[config.mk]
export PLATFORM = sky130hd
export DESIGN_NAME = sweep_handler_status_outputs
export DESIGN_NICKNAME = d
export VERILOG_FILES = /design/src/core/handler_out_pkg.sv /design/src/core/sweep_handler_status_outputs.sv /design/src/core/active_low_flag.sv
export SDC_FILE = /design/constraint.sdc
export NUM_CORES = 1
export LEC_CHECK = 0
export BUFFER_PORTS_ARGS = -buffer_cell sky130_fd_sc_hd__buf_2
export CAP_MARGIN = 25
export CELL_PAD_IN_SITES_DETAIL_PLACEMENT = 1
export CELL_PAD_IN_SITES_GLOBAL_PLACEMENT = 2
export CORE_MARGIN = 8
export CORE_UTILIZATION = 29
export DETAILED_ROUTE_END_ITERATION = 16
export GPL_TIMING_DRIVEN = 0
export PLACE_DENSITY_LB_ADDON = 0.1
export SLEW_MARGIN = 20
export SYNTH_ARGS = -nofsm -noshare
export SYNTH_HDL_FRONTEND = slang
export SYNTH_SLANG_ARGS = --single-unit
[constraint.sdc]
create_clock -name clk_sys -period 1.3 [get_ports clk_sys]
set_input_delay 0.065 -clock clk_sys [delete_from_list [all_inputs] [get_ports clk_sys]]
set_output_delay 0.065 -clock clk_sys [all_outputs]
set_load 0.02 [all_outputs]
[src/core/handler_out_pkg.sv]
// constants for the handler status output block
// Behaviour
// in sequential mode analog-done asserts once the last point's analog measurement completes.
// in stepwise mode analog-done asserts after every point's analog measurement completes.
// result outputs are only valid from measurement-end assertion, and the handler waits for it.
// in sequential mode measurement-end asserts after the whole test ends with all results final.
// in stepwise mode measurement-end asserts after each point's measurement and comparison end.
// ten per-point fail outputs each assert when that point lies outside its limits.
// the summary fail output asserts when any point of the list failed.
// all outputs are active low, idle after reset, and the done outputs drop at each new start; here a set in the start cycle wins over the drop.
package handler_out_pkg;
   localparam int NUM_POINTS = 10;
   localparam int POINT_IDX_W = 4;
   localparam logic OUT_IDLE = 1'b1;
   localparam logic OUT_ACTIVE = 1'b0;
   localparam logic [NUM_POINTS-1:0] FAIL_IDLE = 10'h3FF;
endpackage : handler_out_pkg

[src/core/sweep_handler_status_outputs.sv]
// handler control and result outputs for list sweep comparison
`timescale 1ns/100ps
module sweep_handler_status_outputs
   import handler_out_pkg::*;
#(
   parameter int POINTS = NUM_POINTS
)
(
   // clock and reset
   input wire logic clk_sys,
   input wire logic rst,
   // mode
   input wire logic sequential_sweep,
   // sweep events
   input wire logic meas_start,
   input wire logic point_analog_done,
   input wire logic point_compare_done,
   input wire logic point_fail,
   input wire logic [POINT_IDX_W-1:0] point_index,
   input wire logic last_point,
   // handler pins
   output logic analog_done_n,
   output logic measure_end_n,
   output logic [POINTS-1:0] point_fail_n,
   output logic summary_fail_n
);
   logic [POINTS-1:0] fail_reg;
   logic [POINTS-1:0] fail_next;
   logic [POINTS-1:0] pin_reg;
   logic sum_reg;
   logic seq_idx_set;
   logic step_idx_set;
   logic idx_set;
   logic end_set;
   logic step_begin;
   logic end_clear;
   logic idx_clear;
   logic [POINTS-1:0] point_bit;
   logic [POINTS-1:0] fail_hit;
   logic [POINTS-1:0] fail_base;

   assign point_bit = POINTS'(1) << point_index;

   assign seq_idx_set = sequential_sweep && point_analog_done && last_point;
   assign step_idx_set = !sequential_sweep && point_analog_done;
   assign idx_set = seq_idx_set || step_idx_set;
   // results latch to pins together with measurement-end
   assign end_set = point_compare_done
      && (!sequential_sweep || last_point);
   // stepwise: the next point's analog result drops measurement-end
   assign step_begin = !sequential_sweep && point_analog_done;
   assign idx_clear = meas_start;
   assign end_clear = meas_start || (step_begin && !end_set);

   assign fail_hit = (point_compare_done && point_fail)
      ? point_bit : '0;
   // a fail seen in the start cycle is kept: set wins over clear
   assign fail_base = meas_start ? '0 : fail_reg;
   assign fail_next = fail_base | fail_hit;

   always_ff @(posedge clk_sys)
   begin
      if (rst)
         fail_reg <= '0;
      else
         fail_reg <= fail_next;
   end

   // pins update only when measurement-end asserts
   always_ff @(posedge clk_sys)
   begin
      if (rst)
      begin
         pin_reg <= '0;
         sum_reg <= 1'b0;
      end
      else if (end_set)
      begin
         pin_reg <= fail_next;
         sum_reg <= |fail_next;
      end
   end

   assign point_fail_n = ~pin_reg;
   assign summary_fail_n = ~sum_reg;

   active_low_flag u_index
   (
      .clk_sys(clk_sys),
      .rst(rst),
      .set(idx_set),
      .clear(idx_clear),
      .flag_n(analog_done_n)
   );

   active_low_flag u_end
   (
      .clk_sys(clk_sys),
      .rst(rst),
      .set(end_set),
      .clear(end_clear),
      .flag_n(measure_end_n)
   );

   // reset and start
   reset_idle_a: assert property (@(posedge clk_sys)
      rst
      |=> analog_done_n && measure_end_n
      && (&point_fail_n) && summary_fail_n)
      else $error("outputs not idle after reset");

   start_clears_a: assert property (@(posedge clk_sys)
      disable iff (rst)
      meas_start && !idx_set && !end_set
      |=> analog_done_n && measure_end_n)
      else $error("done outputs not dropped at start");

   start_index_clear_a: assert property (@(posedge clk_sys)
      disable iff (rst)
      meas_start && !point_analog_done
      |=> analog_done_n)
      else $error("analog-done kept over a start");

   start_end_clear_a: assert property (@(posedge clk_sys)
      disable iff (rst)
      meas_start && !point_compare_done
      |=> measure_end_n)
      else $error("measurement-end kept over a start");

   // analog-done
   seq_index_last_a: assert property (@(posedge clk_sys)
      disable iff (rst)
      sequential_sweep && point_analog_done && !last_point
      && !$past(seq_idx_set) && analog_done_n
      |=> analog_done_n)
      else $error("analog-done before last point");

   seq_index_set_a: assert property (@(posedge clk_sys)
      disable iff (rst)
      sequential_sweep && point_analog_done && last_point
      |=> !analog_done_n)
      else $error("analog-done missing at last point");

   step_index_set_a: assert property (@(posedge clk_sys)
      disable iff (rst)
      !sequential_sweep && point_analog_done
      |=> !analog_done_n)
      else $error("analog-done missing in stepwise point");

   index_only_a: assert property (@(posedge clk_sys)
      disable iff (rst)
      analog_done_n && !point_analog_done
      |=> analog_done_n)
      else $error("analog-done without analog result");

   index_fall_a: assert property (@(posedge clk_sys)
      disable iff (rst)
      $fell(analog_done_n)
      |-> $past(point_analog_done)
      && ($past(last_point) || !$past(sequential_sweep)))
      else $error("analog-done fell without cause");

   index_holds_a: assert property (@(posedge clk_sys)
      disable iff (rst)
      !analog_done_n && !meas_start
      |=> !analog_done_n)
      else $error("analog-done released before a start");

   // measurement-end
   seq_end_a: assert property (@(posedge clk_sys)
      disable iff (rst)
      sequential_sweep && point_compare_done && last_point
      |=> !measure_end_n)
      else $error("measurement-end missing at end of sequence");

   seq_end_only_a: assert property (@(posedge clk_sys)
      disable iff (rst)
      sequential_sweep && measure_end_n
      && !(point_compare_done && last_point)
      |=> measure_end_n)
      else $error("measurement-end before the sequence ended");

   step_end_a: assert property (@(posedge clk_sys)
      disable iff (rst)
      !sequential_sweep && point_compare_done
      |=> !measure_end_n)
      else $error("measurement-end missing in stepwise point");

   end_fall_a: assert property (@(posedge clk_sys)
      disable iff (rst)
      $fell(measure_end_n)
      |-> $past(point_compare_done)
      && ($past(last_point) || !$past(sequential_sweep)))
      else $error("measurement-end fell without cause");

   step_end_drop_a: assert property (@(posedge clk_sys)
      disable iff (rst)
      !sequential_sweep && point_analog_done && !point_compare_done
      |=> measure_end_n)
      else $error("measurement-end kept over a new point");

   end_holds_a: assert property (@(posedge clk_sys)
      disable iff (rst)
      !measure_end_n && !meas_start
      && !(point_analog_done && !sequential_sweep)
      |=> !measure_end_n)
      else $error("measurement-end released early");

   // results
   results_with_end_a: assert property (@(posedge clk_sys)
      disable iff (rst)
      $changed(point_fail_n)
      |-> $fell(measure_end_n))
      else $error("results changed without measurement-end");

   summary_with_end_a: assert property (@(posedge clk_sys)
      disable iff (rst)
      $changed(summary_fail_n)
      |-> $fell(measure_end_n))
      else $error("summary changed without measurement-end");

   pins_hold_a: assert property (@(posedge clk_sys)
      disable iff (rst)
      !(point_compare_done && (!sequential_sweep || last_point))
      |=> $stable(point_fail_n) && $stable(summary_fail_n))
      else $error("results moved between measurement-ends");

   point_fail_pin_a: assert property (@(posedge clk_sys)
      disable iff (rst)
      point_compare_done && point_fail
      && (!sequential_sweep || last_point)
      && point_index < POINT_IDX_W'(POINTS)
      |=> !point_fail_n[$past(point_index)])
      else $error("failed point not shown");

   index_range_a: assert property (@(posedge clk_sys)
      disable iff (rst)
      !sequential_sweep && !meas_start && point_compare_done
      && point_index >= POINT_IDX_W'(POINTS)
      |=> (~point_fail_n & $past(point_fail_n)) == '0)
      else $error("out-of-range point shown as failed");

   summary_fail_a: assert property (@(posedge clk_sys)
      disable iff (rst)
      summary_fail_n == &point_fail_n)
      else $error("summary fail disagrees with points");

   summary_set_a: assert property (@(posedge clk_sys)
      disable iff (rst)
      point_compare_done && point_fail
      && (!sequential_sweep || last_point)
      && point_index < POINT_IDX_W'(POINTS)
      |=> !summary_fail_n)
      else $error("summary fail missing after a failed point");
endmodule : sweep_handler_status_outputs

[src/core/active_low_flag.sv]
// one active-low handler status flag with set and clear
`timescale 1ns/100ps
module active_low_flag
   import handler_out_pkg::*;
(
   // clock and reset
   input wire logic clk_sys,
   input wire logic rst,
   // control
   input wire logic set,
   input wire logic clear,
   // pin
   output logic flag_n
);
   logic flag_reg;
   logic flag_next;

   // set wins over clear
   assign flag_next = set ? OUT_ACTIVE : (clear ? OUT_IDLE : flag_reg);

   always_ff @(posedge clk_sys)
   begin
      if (rst)
         flag_reg <= OUT_IDLE;
      else
         flag_reg <= flag_next;
   end

   assign flag_n = flag_reg;
endmodule : active_low_flag

==> results by group <==
Die
  – Initial core utilization: about 30%
  – I/O pins: 25
  – Core ar.: 3258 µm²
  – DIE AREA: 5390 µm²
  – Die height: 73.42 µm
  – Chip Width: 73.42 µm
  – Row cnt: 21

Critical path
  – Startpoint class of the critical path: input port
  – Crit path cell chain: dlygate4sd3_1, buf_2, dlygate4sd1_1, a211oi_1
  – Worst path max stage delay: approximately 530 ps
  – CP max-delay cell: dlygate4sd3_1
  – Data required time of the worst path: 1530 ps
  – Critical path class: in2reg
  – CP Data Arrival Time: about 1400 ps
  – Crit path max fanout: 10
  – Critical Path End Type: flip-flop

Detailed routing
  – Via Count: approximately 840
  – 1st-pass router iterations: 4
  – Post-DRT Antenna Nets: 0
  – DRC violations left: 0
  – Total Wirelength: between 2000 and 3000 µm
  – Average wire per standard cell: 14.12 µm
  – Iteration-0 DRC Markers: 23
  – Drt via density: 4.663

Placement
  – Placed cell area: 1134 µm²
  – IO buf count: 24
  – Dpl cells: between 150 and 200
  – Placer Congestion: ~0.76
  – HPWL after DPL: 1935 µm

Yosys
  – Synth top cells by count: nor2_1 (24), dfxtp_1 (23), inv_1 (13), a211oi_1 (10), a22oi_1 (5)
  – Syn_area_per_cell: 9.018 µm²
  – Synth Area in Compound Gates: 23.43%
  – Synth Area in Adders: 0%
  – Yosys warns: 0
  – Ys async rst share: 0%
  – Number of flops mapped to enable cells by yosys: 0
  – Post-synthesis sequential area ratio: 48.17%
  – Fraction of the mapped netlist area in simple logic gates: 19.24%
  – Mux contribution to synthesized area: 0%
  – #FFs+latches synth: 23
  – Main synth FF type: dfxtp_1
  – Ranking of synthesized cells by area: dfxtp_1 (48%), nor2_1 (9.4%), a211oi_1 (7.9%)
  – Most common cell in the netlist: nor2_1
  – Post-synth cell types: 28
  – Synth top area share: 48.17%
  – Synth Instances: 106
  – XOR/XNOR Fraction of Synth Area: 0%
  – Main combinational cell family by area after synthesis: compound AO/OA/AOI/OAI gates
  – Mapped cell area: 955.9 µm²
  – Syn Nets: roughly 120
  – Synth area leader: dfxtp_1

Layout
  – Ant. Diodes: 0
  – Fraction of layout cells with a size suffix above 1: around 28%
  – Nets: ~150
  – Final non-filler cell total: around 180
  – Post-layout instance area: 1177 µm²
  – Syn-to-layout area delta: 23.17%

STA
  – Final hold violation count: 0
  – Slew @ Worst Pin: just over 500 ps
  – Final Cycle Share: 89.46%
  – Worst slew margin: 65.73%
  – Hold WS: between 20 and 30 ps
  – Fmax: 0.8598 GHz
  – Setup TNS: 0 ps
  – Worst Clk Skew: 1.741 ps
  – Final number of setup-violating endpoints: 0
  – Slew Limit Fails: 0
  – Final Critical Period: roughly 1200 ps
  – RSZ-0062 raised after global routing: no

Clock tree
  – Root Driver: clkbuf_4
  – Clk buf depth: 2
  – H-tree depth: 1
  – Setup Fix Bufs, Post-CTS: 0
  – Clock slew at reported path FFs: 130 ps
  – CTS tree: built
  – CTS Buf Count: 3
  – Clock sink count: 23
  – Clock latency on the worst-skew pair: 310 ps

Power and ir drop
  – Combinational group share of total power: roughly 16%
  – Reg power frac: 57.5%
  – Leak pwr: ~0.45 nW
  – Int Power: 925.5 µW
  – Clock Power Share: around a quarter
  – Sw Ratio: between 20% and 30%
  – Peak supply drop: approximately 0.00033 V
  – Net Switching: 369.3 µW
  – PwrDens: 1100 nW/µm²

Global route
  – Initial antenna violation count: 0
  – Grt ovf: 0
  – Largest net degree at the start of global routing: 14
  – Vias in the first global route: 865
  – Met1 Use GR: between 10% and 20%
  – Met3 usage: under 10%
  – First-pass GRT wire length: 4271 µm
  – GRT Max-Usage Layer: met2
  – Met2 usage: about 17%
  – GRT Overall Usage: 10.26%

Status
  – Status: complete, no violations

Job
  – Max-cap violations: 0

Min path
  – Min-Delay Path Class: in2reg
==> worst max-delay path, delay by kind of cell <==
kind                   cells  cell delay, ps
buffers and inverters      3            1070
AO/OA/AOI/OAI              1             260
==> layout by cell type (no fill, tap or decap), types with 2 or more instances in the layout <==
cell type and count:
a211oi_2 2, nor2b_1 3, a21oi_1 3, inv_1 13, a211oi_1 10, clkbuf_4 3, a32oi_1 2, buf_2 24
nor2_1 24, dfxtp_1 23, a22oi_1 5, nor3_1 2, buf_6 2
==> path summary, 6_finish.rpt <==
kind	startpoint	endpoint	slack [ps]	cells past startpoint
worst max-delay path	rst	pin_reg[3]$_SDFFE_PP0N_	140	4
worst min-delay path	point_analog_done	u_end.flag_n$_SDFFE_PP1P_	30	3
worst max register to register	fail_reg[5]$_SDFF_PP0_	sum_reg$_SDFFE_PP0N_	180	4
worst min register to register	pin_reg[0]$_SDFFE_PP0N_	pin_reg[0]$_SDFFE_PP0N_	510	2
==> per-stage QoR <==
| stage | total power, mW | utilization, % | worst slack (ps) |
|---|---|---|---|
| 2_1_floorplan | 0.8847 | - | 280.7 |
| 3_3_place_gp | 0.9628 | 34.79 | 3.602 |
| 3_5_place_dp | 0.9667 | 34.79 | 14.27 |
| 4_1_cts | 1.318 | 35.94 | 130.0 |
| 5_1_grt | 1.367 | 36.14 | 31.04 |
| 6_report | 1.295 | 36.14 | 137.0 |
==> per-layer routing <==
layer  wire length (µm)  vias up
met5                  0        -
met4                 36        0
met3                132        4
met2               1220       16
met1               1167      400
li1                   -      424
==> cells by family (layout without fill, tap and decap cells) <==
logic type	count (synthesis)	after routing
buf+inv	18	47
compound gates	28	28
flops	23	23
simple gates	37	37
==> power by group through the flow <==
stage | logic, mW | registers [mW] | clock network (mW)
finish | 0.205 | 0.744 | 0.346
global route | 0.229 | 0.748 | 0.389
CTS | 0.209 | 0.745 | 0.364
detailed placement | 0.206 | 0.760 | 0
global placement | 0.204 | 0.759 | 0
floorplan | 0.122 | 0.763 | 0
==> layout make-up <==
cell class | instances | area [µm²]
plain buffers | 4 | 35.03
fillers | 435 | 2081
clock buffers | 3 | 22.52
multi-input cells | 65 | 414.1
flip-flops and latches | 23 | 460.4
repair buffers | 25 | 130.1
well taps | 46 | 57.56
clock inverters | 1 | 5.005
inverters | 14 | 52.55
==> timing repair <==
item / CTS / global route
hold buffers: 1 / 0
endpoints found under the hold margin: 3 / 0
resized for setup: 0 / 1
endpoints found under the setup margin: 0 / 1
Power figures use the tool's default switching activity.
